[config.mk]
export PLATFORM = sky130hd
export DESIGN_NAME = dfs_device_flat
export DESIGN_NICKNAME = d
export VERILOG_FILES = /design/src/rtl/dfs_pkg.sv /design/src/rtl/dfs_link_if.sv /design/src/rtl/dfs_device.sv /design/src/flat_wrapper.sv
export SDC_FILE = /design/constraint.sdc
export NUM_CORES = 2
export LEC_CHECK = 0
export ABC_AREA = 0
export BUFFER_PORTS_ARGS = -buffer_cell sky130_fd_sc_hd__buf_2
export CAP_MARGIN = 40
export CORE_AREA = 2 2 253 255
export DETAILED_ROUTE_END_ITERATION = 10
export DIE_AREA = 0 0 255 257
export PLACE_DENSITY = 0.78
export SLEW_MARGIN = 5
export SYNTH_ARGS = -nofsm -noshare
export SYNTH_HDL_FRONTEND = slang
export SYNTH_SLANG_ARGS = --single-unit
export TNS_END_PERCENT = 5
[constraint.sdc]
create_clock -name i_ref_clk -period 15.5 [get_ports i_ref_clk]
set_input_delay 3.1 -clock i_ref_clk [delete_from_list [all_inputs] [get_ports i_ref_clk]]
set_output_delay 3.1 -clock i_ref_clk [all_outputs]
set_load 0.02 [all_outputs]
[src/rtl/dfs_pkg.sv]
/*
  Shared constants, types and helper functions of the decimation filter
  and its serial link. Assumes a single sampling clock for both ends.
*/
`default_nettype none
package dfs_pkg;
  localparam int DFS_SAMP_W = 18;
  localparam int DFS_NCO_W = 32;
  localparam int DFS_ACC_W = 24;
  localparam int DFS_FRAME_W = 36;
  localparam int DFS_FIFO_DEPTH = 4;
  localparam int DFS_LOG2N_MIN = 1;
  localparam int DFS_LOG2N_MAX = 5;
  localparam int DFS_TAB_FRAC = 9;
  localparam int DFS_RESYNC_W = 6;
  localparam logic [5:0] DFS_LEN_HALF_WORD = 6'h12;
  localparam logic [5:0] DFS_LEN_FULL_WORD = 6'h24;
  localparam logic [2:0] DFS_QUARTER_TURN = 3'h2;
  // Filter figures: stop band, pass band fractions, band centres for N = 4
  localparam int DFS_STOP_ATTEN_DB = 85;
  localparam real DFS_PASS_FRAC_CPLX = 0.8;
  localparam real DFS_PASS_FRAC_REAL = 0.4;
  localparam real DFS_N4_TRANS = 0.125;
  localparam real DFS_N4_ALIAS_TRANS = 0.375;
  localparam real DFS_N4_STOP = 0.25;

  typedef enum logic [2:0] {
    DFS_MODE_BYPASS = 3'b001,
    DFS_MODE_CPLX = 3'b010,
    DFS_MODE_REAL = 3'b100
  } dfs_mode_t;

  typedef enum logic [2:0] {
    DFS_LANE_TWO = 3'b001,
    DFS_LANE_ONE = 3'b010,
    DFS_LANE_HALF = 3'b100
  } dfs_lane_t;

  typedef enum logic [1:0] {
    DFS_ST_RUN = 2'b01,
    DFS_ST_PWRDN = 2'b10
  } dfs_state_t;

  // Eight-point sine, Q1.9
  function automatic logic signed [9:0] dfs_sin(input logic [2:0] ph);
    logic signed [9:0] v;
    v = 10'sh000;
    unique case (ph)
      3'h0: v = 10'sh000;
      3'h1: v = 10'sh16A;
      3'h2: v = 10'sh1FF;
      3'h3: v = 10'sh16A;
      3'h4: v = 10'sh000;
      3'h5: v = -10'sh16A;
      3'h6: v = -10'sh1FF;
      3'h7: v = -10'sh16A;
    endcase
    return v;
  endfunction

  // Bits per lane in one frame
  function automatic logic [5:0] dfs_frame_len(input dfs_mode_t m, input dfs_lane_t l);
    return (l == DFS_LANE_TWO || m != DFS_MODE_CPLX) ? DFS_LEN_HALF_WORD : DFS_LEN_FULL_WORD;
  endfunction
endpackage
`default_nettype wire

[src/rtl/dfs_link_if.sv]
/*
  Serial link between the converter end and the receiving logic.
  Assumes both ends run on the same sampling clock.
*/
`timescale 1ns/1ps
`default_nettype none
interface dfs_link_if;
  logic align_pin;
  logic serial_bit_clock_input;
  logic frame_clock;
  logic serial_bit_clock_output;
  logic [1:0] lane_data_outputs;

  modport dev (
    input align_pin,
    input serial_bit_clock_input,
    output frame_clock,
    output serial_bit_clock_output,
    output lane_data_outputs
  );

  modport fpga (
    output align_pin,
    output serial_bit_clock_input,
    input frame_clock,
    input serial_bit_clock_output,
    input lane_data_outputs
  );
endinterface
`default_nettype wire

[src/rtl/dfs_device.sv]
/*
  Converter end: mixer, decimating filter, sync logic, output FIFO and
  lane serializer. Assumes the sample stream and the link pins are
  synchronous to i_ref_clk and that the far end drives the bit clock.
*/
// Functional notes
// [RL1] Complex decimation by 2, 4, 8, 16, 32
// [RL2] Low-pass, 85 dB stop, 0.8 pass band
// [RL3] Real decimation, half the complex bandwidth
// [RL4] Transition band centred on output Nyquist
// [RL5] Config bit turns pin into sync, clock-captured
// [RL6] Far end syncs whenever decimation is used
// [RL7] Sync resets dividers, aligns I and Q
// [RL8] Sync clears NCO phase, loads new frequency
// [RL9] Resync toggles spaced by multiples of 64
// [RL10] Complex lane, frame, bit clock rates
// [RL11] Real lane, frame, bit clock rates
// [RL12] Two, one and half lane at 18 bits
// [RL13] Far end restarts after new NCO word
// [RL14] Real mode bypasses mixer, low-pass only
// [RL15] Optional 6 dB complex, 3 dB real gain
// [RL16] Complex frame carries I then Q
// [RL17] Divider restarts the cycle after capture
`timescale 1ns/1ps
`default_nettype none
module dfs_fifo #(
  parameter int WIDTH = 36,
  parameter int DEPTH = 4
) (
  // Clock and reset
  input wire logic i_ref_clk,
  input wire logic i_rst_n,
  input wire logic i_clk_en,
  // Fill side
  input wire logic i_in_valid,
  input wire logic [WIDTH-1:0] i_in_data,
  output logic o_in_ready,
  // Drain side
  output logic o_out_valid,
  output logic [WIDTH-1:0] o_out_data,
  input wire logic i_out_ready
);
  localparam int PW = (DEPTH > 1) ? $clog2(DEPTH) : 1;
  localparam int CW = $clog2(DEPTH + 1);
  localparam logic [CW-1:0] FULL = CW'(DEPTH);
  localparam logic [PW-1:0] LAST = PW'(DEPTH - 1);
  logic [WIDTH-1:0] mem [DEPTH];
  logic [PW-1:0] wr_reg, wr_next, rd_reg, rd_next;
  logic [CW-1:0] cnt_reg, cnt_next;
  logic rdy_reg, rdy_next;
  logic wr_en, rd_en;

  always_comb begin
    wr_en = i_in_valid & rdy_reg;
    rd_en = i_out_ready & (cnt_reg != '0);
    wr_next = wr_en ? ((wr_reg == LAST) ? '0 : PW'(wr_reg + 1'b1)) : wr_reg;
    rd_next = rd_en ? ((rd_reg == LAST) ? '0 : PW'(rd_reg + 1'b1)) : rd_reg;
    cnt_next = CW'(cnt_reg + CW'(wr_en) - CW'(rd_en));
    rdy_next = cnt_next != FULL;
  end

  always_ff @(posedge i_ref_clk) begin
    if (!i_rst_n) begin
      wr_reg <= '0;
      rd_reg <= '0;
      cnt_reg <= '0;
      rdy_reg <= 1'b1;
    end else if (i_clk_en) begin
      wr_reg <= wr_next;
      rd_reg <= rd_next;
      cnt_reg <= cnt_next;
      rdy_reg <= rdy_next;
      if (wr_en) begin
        mem[wr_reg] <= i_in_data;
      end
    end
  end

  assign o_in_ready = rdy_reg;
  assign o_out_valid = cnt_reg != '0;
  assign o_out_data = mem[rd_reg];
endmodule // dfs_fifo

module dfs_device (
  // Clock and reset
  input wire logic i_ref_clk,
  input wire logic i_rst_n,
  input wire logic i_clk_en,
  // Sample stream
  input wire logic i_samp_valid,
  input wire logic signed [dfs_pkg::DFS_SAMP_W-1:0] i_samp_data,
  output logic o_samp_ready,
  // Configuration
  input wire dfs_pkg::dfs_mode_t i_mode,
  input wire logic [2:0] i_log2n,
  input wire dfs_pkg::dfs_lane_t i_lane,
  input wire logic i_gain_en,
  input wire logic i_sync_en,
  input wire logic i_sw_sync,
  input wire logic i_mixer_restart,
  input wire logic [dfs_pkg::DFS_NCO_W-1:0] i_nco_freq,
  // Status
  output logic o_powered_down,
  output logic o_synced,
  // Link
  dfs_link_if.dev link
);
  import dfs_pkg::*;
  localparam int SW = DFS_SAMP_W;
  localparam int AW = DFS_ACC_W;

  function automatic logic signed [SW-1:0] mix(input logic signed [SW-1:0] x,
                                             input logic signed [9:0] t);
    logic signed [SW+9:0] p;
    p = x * t;
    return p[SW-1+DFS_TAB_FRAC:DFS_TAB_FRAC];
  endfunction

  // Optional gain, then saturate to the output width
  function automatic logic signed [SW-1:0] gain(input logic signed [AW-1:0] a,
                                              input logic cplx, input logic en);
    logic signed [AW+1:0] g;
    logic signed [AW+1:0] e;
    e = (AW+2)'(a);
    g = e;
    if (en && cplx) begin
      g = e <<< 1; // [RL15]
    end else if (en) begin
      g = e + (e >>> 2) + (e >>> 3) + (e >>> 4); // [RL15]
    end
    if (g > (AW+2)'(2 ** (SW - 1) - 1)) begin
      return {1'b0, {(SW-1){1'b1}}};
    end else if (g < -(AW+2)'(2 ** (SW - 1))) begin
      return {1'b1, {(SW-1){1'b0}}};
    end
    return g[SW-1:0];
  endfunction

  dfs_state_t st_reg, st_next;
  logic [DFS_NCO_W-1:0] phase_reg, phase_next, freq_reg, freq_next;
  logic [4:0] cnt_reg, cnt_next;
  logic signed [AW-1:0] acc_i_reg, acc_i_next, acc_q_reg, acc_q_next;
  logic signed [SW-1:0] hold_reg, hold_next;
  logic hold_v_reg, hold_v_next;
  logic pin_reg, pin_prev_reg, sync_pend_reg, sync_pend_next, synced_reg, synced_next;
  logic bclk_reg;
  logic [5:0] bit_reg, bit_next;
  logic [DFS_FRAME_W-1:0] sh_reg, sh_next;
  logic frame_reg, frame_next;
  logic [1:0] lane_reg, lane_next;
  logic fifo_rdy, fifo_out_v, pop, push_v, in_fire, last, cplx, edge_seen;
  logic [DFS_FRAME_W-1:0] push_d, fifo_out_d, word;
  logic signed [SW-1:0] mi, mq, gi, gq;
  logic signed [AW-1:0] sum_i, sum_q;
  logic [2:0] shamt;
  logic [4:0] n_m1;
  logic [5:0] len;

  always_comb begin
    cplx = i_mode == DFS_MODE_CPLX;
    st_next = (!i_sync_en && pin_reg) ? DFS_ST_PWRDN : DFS_ST_RUN; // [RL5]
    sync_pend_next = (i_sync_en & pin_reg & ~pin_prev_reg) | i_sw_sync; // [RL5]
    in_fire = i_samp_valid & fifo_rdy & (st_reg == DFS_ST_RUN);
    shamt = (i_mode == DFS_MODE_BYPASS) ? 3'h0 : i_log2n; // [RL1] [RL3]
    n_m1 = 5'((6'h01 << shamt) - 6'h01);
    last = cnt_reg == n_m1;
    // Mixer only in complex mode
    mi = cplx ? mix(i_samp_data, dfs_sin(phase_reg[31:29] + DFS_QUARTER_TURN)) : i_samp_data; // [RL14]
    mq = cplx ? mix(i_samp_data, dfs_sin(phase_reg[31:29])) : '0; // [RL14]
    // Accumulate-and-dump low-pass; band edges set by N [RL2] [RL4]
    sum_i = acc_i_reg + AW'(mi);
    sum_q = acc_q_reg + AW'(mq);
    gi = gain(sum_i >>> shamt, cplx, i_gain_en);
    gq = gain(sum_q >>> shamt, cplx, i_gain_en);
    phase_next = phase_reg;
    freq_next = freq_reg;
    cnt_next = cnt_reg;
    acc_i_next = acc_i_reg;
    acc_q_next = acc_q_reg;
    hold_next = hold_reg;
    hold_v_next = hold_v_reg;
    synced_next = synced_reg;
    push_v = 1'b0;
    push_d = '0;
    if (sync_pend_reg) begin
      phase_next = '0; // [RL8]
      freq_next = i_nco_freq; // [RL8]
      cnt_next = '0; // [RL7] [RL17]
      acc_i_next = '0; // [RL7]
      acc_q_next = '0;
      hold_v_next = 1'b0; // [RL7]
      synced_next = 1'b1;
    end else if (i_mixer_restart) begin
      phase_next = '0;
      freq_next = i_nco_freq;
    end else if (in_fire) begin
      if (cplx) begin
        phase_next = phase_reg + freq_reg;
      end
      if (last) begin
        cnt_next = '0;
        acc_i_next = '0;
        acc_q_next = '0;
        if (cplx) begin
          push_v = 1'b1;
          push_d = {gi, gq}; // [RL16]
        end else if (i_lane == DFS_LANE_TWO) begin
          push_v = hold_v_reg; // [RL11]
          push_d = {hold_reg, gi};
          hold_next = gi;
          hold_v_next = ~hold_v_reg;
        end else begin
          push_v = 1'b1;
          push_d = {gi, {SW{1'b0}}};
        end
      end else begin
        cnt_next = cnt_reg + 5'h01;
        acc_i_next = sum_i;
        acc_q_next = sum_q;
      end
    end
  end

  // Serializer: one bit per edge of the incoming bit clock
  always_comb begin
    len = dfs_frame_len(i_mode, i_lane); // [RL10] [RL11] [RL12]
    edge_seen = link.serial_bit_clock_input ^ bclk_reg;
    pop = edge_seen & ~sync_pend_reg & (st_reg == DFS_ST_RUN) & (bit_reg == '0) & i_clk_en;
    word = (bit_reg == '0) ? (fifo_out_v ? fifo_out_d : '0) : sh_reg;
    bit_next = bit_reg;
    sh_next = sh_reg;
    frame_next = frame_reg;
    lane_next = lane_reg;
    if (sync_pend_reg) begin
      bit_next = '0; // [RL17]
      frame_next = 1'b0;
      lane_next = '0;
    end else if (edge_seen && st_reg == DFS_ST_RUN) begin
      frame_next = bit_reg < (len >> 1); // [RL10] [RL11]
      bit_next = (bit_reg >= len - 6'h01) ? '0 : bit_reg + 6'h01;
      if (i_lane == DFS_LANE_TWO) begin
        lane_next = {word[SW-1], word[DFS_FRAME_W-1]}; // [RL12]
        sh_next = {word[DFS_FRAME_W-2:SW], 1'b0, word[SW-2:0], 1'b0};
      end else begin
        lane_next = {1'b0, word[DFS_FRAME_W-1]}; // [RL12]
        sh_next = {word[DFS_FRAME_W-2:0], 1'b0};
      end
    end
  end

  always_ff @(posedge i_ref_clk) begin
    if (!i_rst_n) begin
      st_reg <= DFS_ST_RUN;
      phase_reg <= '0;
      freq_reg <= '0;
      cnt_reg <= '0;
      acc_i_reg <= '0;
      acc_q_reg <= '0;
      hold_reg <= '0;
      hold_v_reg <= 1'b0;
      pin_reg <= 1'b0;
      pin_prev_reg <= 1'b0;
      sync_pend_reg <= 1'b0;
      synced_reg <= 1'b0;
      bclk_reg <= 1'b0;
      bit_reg <= '0;
      sh_reg <= '0;
      frame_reg <= 1'b0;
      lane_reg <= '0;
    end else if (i_clk_en) begin
      st_reg <= st_next;
      phase_reg <= phase_next;
      freq_reg <= freq_next;
      cnt_reg <= cnt_next;
      acc_i_reg <= acc_i_next;
      acc_q_reg <= acc_q_next;
      hold_reg <= hold_next;
      hold_v_reg <= hold_v_next;
      pin_reg <= link.align_pin; // [RL5]
      pin_prev_reg <= pin_reg;
      sync_pend_reg <= sync_pend_next;
      synced_reg <= synced_next;
      bclk_reg <= link.serial_bit_clock_input;
      bit_reg <= bit_next;
      sh_reg <= sh_next;
      frame_reg <= frame_next;
      lane_reg <= lane_next;
    end
  end

  dfs_fifo #(
    .WIDTH(DFS_FRAME_W),
    .DEPTH(DFS_FIFO_DEPTH)
  ) u_fifo (
    .i_ref_clk(i_ref_clk),
    .i_rst_n(i_rst_n),
    .i_clk_en(i_clk_en),
    .i_in_valid(push_v),
    .i_in_data(push_d),
    .o_in_ready(fifo_rdy),
    .o_out_valid(fifo_out_v),
    .o_out_data(fifo_out_d),
    .i_out_ready(pop)
  );

  assign o_samp_ready = fifo_rdy;
  assign o_powered_down = st_reg == DFS_ST_PWRDN;
  assign o_synced = synced_reg;
  assign link.frame_clock = frame_reg;
  assign link.serial_bit_clock_output = bclk_reg; // [RL10]
  assign link.lane_data_outputs = lane_reg;
endmodule // dfs_device
`default_nettype wire

[src/flat_wrapper.sv]
// flat-port wrapper written by rule: the top's interface ports become plain ports
module dfs_device_flat import dfs_pkg::*;
  (i_ref_clk, i_rst_n, i_clk_en, i_samp_valid, i_samp_data, o_samp_ready, i_mode, i_log2n, i_lane, i_gain_en, i_sync_en, i_sw_sync, i_mixer_restart, i_nco_freq, o_powered_down, o_synced, link_align_pin, link_serial_bit_clock_input, link_frame_clock, link_serial_bit_clock_output, link_lane_data_outputs);
  dfs_link_if link_i ();
  input wire logic i_ref_clk;
  input wire logic i_rst_n;
  input wire logic i_clk_en;
  input wire logic i_samp_valid;
  input wire logic signed [dfs_pkg::DFS_SAMP_W-1:0] i_samp_data;
  output logic o_samp_ready;
  input wire dfs_pkg::dfs_mode_t i_mode;
  input wire logic [2:0] i_log2n;
  input wire dfs_pkg::dfs_lane_t i_lane;
  input wire logic i_gain_en;
  input wire logic i_sync_en;
  input wire logic i_sw_sync;
  input wire logic i_mixer_restart;
  input wire logic [dfs_pkg::DFS_NCO_W-1:0] i_nco_freq;
  output logic o_powered_down;
  output logic o_synced;
  input wire logic [$bits(link_i.align_pin)-1:0] link_align_pin;
  input wire logic [$bits(link_i.serial_bit_clock_input)-1:0] link_serial_bit_clock_input;
  output wire logic [$bits(link_i.frame_clock)-1:0] link_frame_clock;
  output wire logic [$bits(link_i.serial_bit_clock_output)-1:0] link_serial_bit_clock_output;
  output wire logic [$bits(link_i.lane_data_outputs)-1:0] link_lane_data_outputs;
  assign link_i.align_pin = link_align_pin;
  assign link_i.serial_bit_clock_input = link_serial_bit_clock_input;
  assign link_frame_clock = link_i.frame_clock;
  assign link_serial_bit_clock_output = link_i.serial_bit_clock_output;
  assign link_lane_data_outputs = link_i.lane_data_outputs;
  dfs_device u_core (.i_ref_clk(i_ref_clk), .i_rst_n(i_rst_n), .i_clk_en(i_clk_en), .i_samp_valid(i_samp_valid), .i_samp_data(i_samp_data), .o_samp_ready(o_samp_ready), .i_mode(i_mode), .i_log2n(i_log2n), .i_lane(i_lane), .i_gain_en(i_gain_en), .i_sync_en(i_sync_en), .i_sw_sync(i_sw_sync), .i_mixer_restart(i_mixer_restart), .i_nco_freq(i_nco_freq), .o_powered_down(o_powered_down), .o_synced(o_synced), .link(link_i));
endmodule
# Word level (Yosys, flattened, before mapping)
# Memory sizes are Yosys's and may differ from the RTL's. A register that Yosys moved wholly into a read port is not among the register bits.
# Index checks and enable logic that the tools add are counted.
[word_totals]
regBits = 196
ram_bits = 144
rom_bits = 160
input_bits = 69
output_inout_bits = 7
word_cells = 182
memories = 3
[mem_list]
columns = ["name", "depth", "word_bits", "read_ports", "rd_ports_with_merged_regs", "wr", "line_no", "source"]
rows = [
  ["u_core.u_fifo.mem", 4, 36, 1, 1, 1, "dfs_device.sv:47", "logic [WIDTH-1:0] mem [DEPTH];"],
  ["(name not given)", 8, 10, 1, 0, 0, "dfs_pkg.sv:48", "unique case (ph)"],
  ["(name not given)", 8, 10, 1, 1, 0, "dfs_pkg.sv:48", ""],
]
[op_classes]
add_sub_neg = 18
multipliers = 2
n_lt_le_gt_ge = 6
n_eq_ne = 12
shifts = 3
mux = 76
bitwise_logic = 17
reduce_logical = 24
[ops]
columns = ["op", "n"]
rows = [
  ["36-bit two-way mux", 8],
  ["24-bit two-way mux", 8],
  ["32-bit two-way mux", 6],
  ["18-bit two-way mux", 8],
  ["26-bit two-way mux", 4],
  ["18-bit by 10-bit multiplier with 27-bit output", 2],
  ["25-bit by 21-bit adder with 26-bit output", 2],
  ["26-bit by 20-bit adder with 26-bit output", 2],
  ["26-bit by 18-bit greater-than comparator with 1-bit output, second input constant", 2],
  ["26-bit by 18-bit < comparator with 1-bit output, second input constant", 2],
  ["24-bit by 22-bit adder with 25-bit output", 2],
  ["24-bit by 18-bit adder with 24-bit output", 2],
  ["24-bit by 3-bit >>> shifter with 24-bit output", 2],
  ["32-bit adder", 1],
  ["6-bit two-way mux", 4],
  ["1-bit two-way mux", 22],
  ["5-bit two-way mux", 4],
  ["19-bit two-way mux", 1],
  ["2-bit two-way mux", 8],
  ["1-bit AND", 10],
  ["2-bit AND reduction", 5],
  ["2-bit nonzero test", 5],
  ["3-bit two-way mux", 3],
  ["3-bit AND reduction", 3],
  ["other kinds (29)", 42],
]

# Longest topological paths before layout
# An unclocked memory read counts as a cell.
[logic_depth]
depth_word = 21
mapped_depth = 68
depth_no_buf = 62

# Cells and area by module
# A second synthesis with hierarchy kept.
[unflattened]
hier_cells = 4131
hier_area_um2 = 36735.2
[by_module_without_submodules]
columns = ["module", "instances", "cells_per_inst", "area_each_um2", "seq_area_each_um2"]
rows = [
  ["dfs_device", 1, 3886, 30987.2, 3843.7],
  ["dfs_fifo", 1, 245, 5748.0, 4524.3],
]

# Worst setup path after synthesis
# OpenSTA, ideal clock, no wires.
[synth_path]
path_kind = "input-to-reg"
from = "input i_samp_data[3] in the netlist's numbering"
to = "memory u_core.u_fifo.mem[0][10] (data pin)"
setup_time_ns = 0.275
t_arrival_ns = 15.031
required_time_ns = 15.225
setup_slack_ns = 0.193
stages = 52
path_buffers = 3
cell_sequence = "clkbuf_1 clkbuf_1 nand2_1 fa_1 inv_1 fa_1 fa_1 fa_1 inv_1 fa_1 inv_1 ha_1 a21o_1 a21o_1 a311oi_1 nor4_1 o21ai_0 nand2b_1 [... 16 more ...] inv_1 fa_1 inv_1 fa_1 inv_1 ha_1 a21oi_1 o21ai_0 a2111oi_0 o21a_1 o221ai_1 a21oi_1 xnor2_1 a211oi_1 o2111ai_2 nand2_1 a21boi_0 o22ai_1"
[synth_between]
elab_chain_cells = 19
word_cells_on_any_way = 36
cone_classes = "8 x add/sub; 2 x mul; 4 x order compare; 2 x shift; 20 x mux"
[synth_rtl]
columns = ["item", "line_no", "source"]
rows = [
  ["start: declaration", "flat_wrapper.sv:9", "input wire logic signed [dfs_pkg::DFS_SAMP_W-1:0] i_samp_data;"],
  ["18-bit by 10-bit multiplier with 27-bit output", "dfs_device.sv:115", "p = x * t;"],
  ["18-bit two-way mux", "dfs_device.sv:168", "mi = cplx ? mix(i_samp_data, dfs_sin(phase_reg[31:29] + DFS_QUARTER_TURN)) : i_samp_data;"],
  ["24-bit by 18-bit adder with 24-bit output", "dfs_device.sv:171", "sum_i = acc_i_reg + AW'(mi);"],
  ["24-bit by 3-bit >>> shifter with 24-bit output", "dfs_device.sv:173", "gi = gain(sum_i >>> shamt, cplx, i_gain_en);"],
  ["24-bit by 22-bit adder with 25-bit output", "dfs_device.sv:129", "g = e + (e >>> 2) + (e >>> 3) + (e >>> 4);"],
  ["25-bit by 21-bit adder with 26-bit output", "dfs_device.sv:129", ""],
  ["26-bit by 20-bit adder with 26-bit output", "dfs_device.sv:129", ""],
  ["26-bit two-way mux", "dfs_device.sv:128", "end else if (en) begin"],
  ["[... 4 more ...]", "-", ""],
  ["18-bit two-way mux", "dfs_device.sv:136", "return g[SW-1:0];"],
  ["36-bit two-way mux", "dfs_device.sv:207", "end else if (i_lane == DFS_LANE_TWO) begin"],
  ["36-bit two-way mux *", "dfs_device.sv:204", "if (cplx) begin"],
  ["36-bit two-way mux *", "dfs_device.sv:200", "if (last) begin"],
  ["36-bit two-way mux *", "dfs_device.sv:196", "end else if (in_fire) begin"],
  ["36-bit two-way mux *", "dfs_device.sv:193", "end else if (i_mixer_restart) begin"],
  ["36-bit two-way mux *", "dfs_device.sv:185", "if (sync_pend_reg) begin"],
  ["named net u_core.push_d[10]", "dfs_device.sv:152", "logic [DFS_FRAME_W-1:0] push_d, fifo_out_d, word;"],
  ["end: declaration", "dfs_device.sv:47", ""],
]
# Mark *: on every way through the listed nets, which the timed path passes. The rest lies on a longest branch.

# Worst setup path in the final report
[layout_path]
from = "input i_samp_data[9] in the netlist's numbering"
to = "memory u_core.u_fifo.mem[1][20] (data pin)"
[layout_between]
elab_chain_cells = 19
word_cells_on_any_way = 21
cone_classes = "4 x add/sub; 1 x mul; 2 x order compare; 1 x shift; 13 x mux"
[layout_rtl]
columns = ["item", "line_no"]
rows = [
  ["18-bit by 10-bit multiplier with 27-bit output", "dfs_device.sv:115"],
  ["18-bit two-way mux *", "dfs_device.sv:168"],
  ["24-bit by 18-bit adder with 24-bit output *", "dfs_device.sv:171"],
  ["24-bit by 3-bit >>> shifter with 24-bit output *", "dfs_device.sv:173"],
  ["24-bit by 22-bit adder with 25-bit output", "dfs_device.sv:129"],
  ["25-bit by 21-bit adder with 26-bit output", "dfs_device.sv:129"],
  ["26-bit by 20-bit adder with 26-bit output", "dfs_device.sv:129"],
  ["26-bit two-way mux", "dfs_device.sv:128"],
  ["[... 4 more ...]", "-"],
  ["18-bit two-way mux *", "dfs_device.sv:136"],
  ["36-bit two-way mux", "dfs_device.sv:207"],
  ["36-bit two-way mux *", "dfs_device.sv:204"],
  ["36-bit two-way mux *", "dfs_device.sv:200"],
  ["36-bit two-way mux *", "dfs_device.sv:196"],
  ["36-bit two-way mux *", "dfs_device.sv:193"],
  ["36-bit two-way mux *", "dfs_device.sv:185"],
  ["named net u_core.push_d[20]", "dfs_device.sv:152"],
]
# Marks and branches as above.

==> qor.yml <==
status: "complete, no violations"
detail-route-antenna-nets: 0
drtIter0Drc: 3091
arrival_ns: 15.57
power_density_nw_per_um2: 220.5
period_share_pct: 98.03
drive_above_1_share_pct: 19.84
avgSynthCellArea_um2: 8.911
cpMaxStageDelayCell: "fa_1"
hp-class: "flip-flop to flip-flop"
track_usage_pct: 30.74
synth-edff-count: 144
ys_top_cells_by_area: "fa_1 (20%), edfxtp_1 (12%), dfxtp_1 (11%)"
grt.overflow.total: 0
stdcell_area_um2: 43890
async_flop_share_pct: 0
path_common_cell: "fa_1"
worstPathMaxFanout: 7
required_ns: 15.87
dp_cells: 5400
nNetsFinal: 5322
netlist_area_um2: 36790
power_mw: 9.679
critPathCaptureType: "flip-flop"
slew_headroom_pct: 36.08
wl_met2_mm: 48.22
syn_to_final_growth_pct: 19.29
wl_met1_mm: 42.39
drc: 0
wl_per_cell_um: 18.63
r2r-start: "u_core.phase_reg[30]$_SDFFE_PN0P_"
num_vias: 32142
wl_met3_mm: 8.539
antenna_found_initial: 3
post_dp_cell_area_um2: 41660
seq_area_frac_synth_pct: 22.74
h-tree-depth: 2
instances_no_fill: 5484
via_per_inst: 5.861
dp_hpwl_mm: 76.37
rrSetupSlack_ns: 1.93
slowest_delay_ns: 0.57
cts_tree: "yes"
yosysTopAreaCell: "fa_1"
pre_cts_ws_ns: -0.7176
rr_endpoint: "u_core.u_fifo.mem[1][20]$_DFFE_PP_"
cts.clk_slew.worst_paths_ns: 0.07
endpoint: "u_core.u_fifo.mem[1][20]$_DFFE_PP_"
synthFlopType: "dfxtp_1"
syn-num-nets: 4842
reg2regPathDepth: 55
die_area_um2: 65540
cts_buffer_depth: 3
seq_area_um2: 8369
report.final.slew_viol_count: 0
synth_cell_types: 94
ys_ff_latch: 346
cts_buffers: 37
post-synth-top-area-fraction_pct: 19.64
grt_max_degree: 96
irDropWorstVdd_uv: 294.0
insertion_delay_ns: 0.57
critPathKind: "input port to flip-flop"
drtPass1Iterations: 6
placement.io_buffers: 75
syn_inst: 4129
setup_viol_count_final: 0
worstSetupStartpoint: "i_samp_data[9]"
globalplace.congestion: 0.9667
ys_warn_count: 0
worstMarginPinSlew_ns: 0.9575
grt_pass1_vias: 32259
multi_input_area_um2: 26250
synth.most_common_cell: "inv_1"
grt_pass1_wl_mm: 162.4
cap_violations: 0
n_fill_cell: 4598
largest_reg_flops: 144
layout_setup_ws_ns: 0.3047
row_count: 92
dieWidth_um: 255
finClkSkew_ns: 0.02585
ios: 76
cts_num_sinks: 346
startpoint_type: "input port"
min_period_ns: 15.20
initial_core_util_pct: 58.65
power_leakage_nw: 20.64
top_layer_used: "met5"
hold_violations: 0
core_um2: 62740
die_h_um: 257
finalWirelength_mm: 102.2
fmax_ghz: 0.06581
yosys-top-cells-count: "inv_1 (614), nand2_1 (403), fa_1 (361)"
clock-root-buffer: "clkbuf_16"
## how the worst min path moves through the flow
stage | start | endpoint | slack, ns | depth (start not counted)
final | u_core.hold_reg[16]$_SDFFE_PN0P_ | u_core.hold_reg[16]$_SDFFE_PN0P_ | 0.45 | 2
after global routing | u_core.hold_reg[1]$_SDFFE_PN0P_ | u_core.hold_reg[1]$_SDFFE_PN0P_ | 0.48 | 2
after CTS | u_core.hold_reg[4]$_SDFFE_PN0P_ | u_core.hold_reg[4]$_SDFFE_PN0P_ | 0.45 | 2
after detailed placement | u_core.hold_reg[4]$_SDFFE_PN0P_ | u_core.hold_reg[4]$_SDFFE_PN0P_ | 0.44 | 2
after global placement | u_core.hold_reg[9]$_SDFFE_PN0P_ | u_core.hold_reg[9]$_SDFFE_PN0P_ | 0.43 | 2
after floorplan | u_core.hold_reg[0]$_SDFFE_PN0P_ | u_core.hold_reg[0]$_SDFFE_PN0P_ | 0.42 | 2
## worst max-delay path, delay by kind of cell
kind,cells,cell delay [ns]
AO/OA/AOI/OAI,17,3.73
XOR/XNOR,3,0.39
adder cells (fa/ha/maj),10,4.13
buffers and inverters,10,1.27
AND/OR/NAND/NOR,17,2.93
## timing repair
item,in CTS,in global routing
hold buffers,0,0
setup buffers,0,16
gates resized for setup,5,200
setup endpoints to repair,116,161
pin swaps,0,43
## cell usage in the layout, fill, tap and decap left out, types with 108 or more instances in the layout
cell	instances
fa_1	361
ha_1	279
and2_1	110
xnor2_1	108
a21oi_1	171
inv_1	612
buf_4	545
edfxtp_1	144
nor2_1	238
dfxtp_1	201
o21ai_0	151
nand2_1	395
## routing by layer
metal | vias to the layer above | global-route usage, %
met5 | - | 0
met3 | 243 | 4.420
met2 | 1385 | 50.38
met4 | 6 | 8.951
li1 | 14906 | -
met1 | 15602 | 42.38
## through the flow
step | utilization, % | hold slack (ns) | setup TNS [ns]
floorplan | - | 0.4249 | 0
global placement | 66.35 | 0.4343 | -33.28
detailed placement | 66.40 | 0.4394 | -87.88
CTS | 68.46 | 0.4481 | 0
global route | 69.96 | 0.4774 | -31.19
finish | 69.97 | 0.4509 | 0
## power by group
| part | total (mW) | switching (mW) | internal, mW |
|---|---|---|---|
| logic | 7.76 | 4.11 | 3.65 |
| clock network | 0.942 | 0.383 | 0.559 |
| registers | 0.982 | 0.0181 | 0.963 |
| total | 9.68 | 4.51 | 5.17 |
## kinds of logic (layout without fill, tap and decap cells)
logic type               Yosys count  after routing  share of synthesized area, %
AND/OR/NAND/NOR                 1128           1128                         14.85
adder cells (fa/ha/maj)          648            648                         29.37
flip-flops                       346            346                         22.74
buffers and inverters            804           1312                         8.280
multiplexers                      89             89                         3.754
XOR/XNOR                         171            171                         4.070
other                              0              1                             0
AO/OA/AOI/OAI                    943            943                         16.93
## final cells by class
cell class	instances	area share, %
clock buffer	56	2.503
inverter	617	5.282
sequential	346	19.07
antenna	1	0.005701
tap	846	2.412
timing repair buffer	628	10.52
clock inverter	11	0.4076
multi-input combinational	2979	59.80
(Power assumes the default switching activity.)
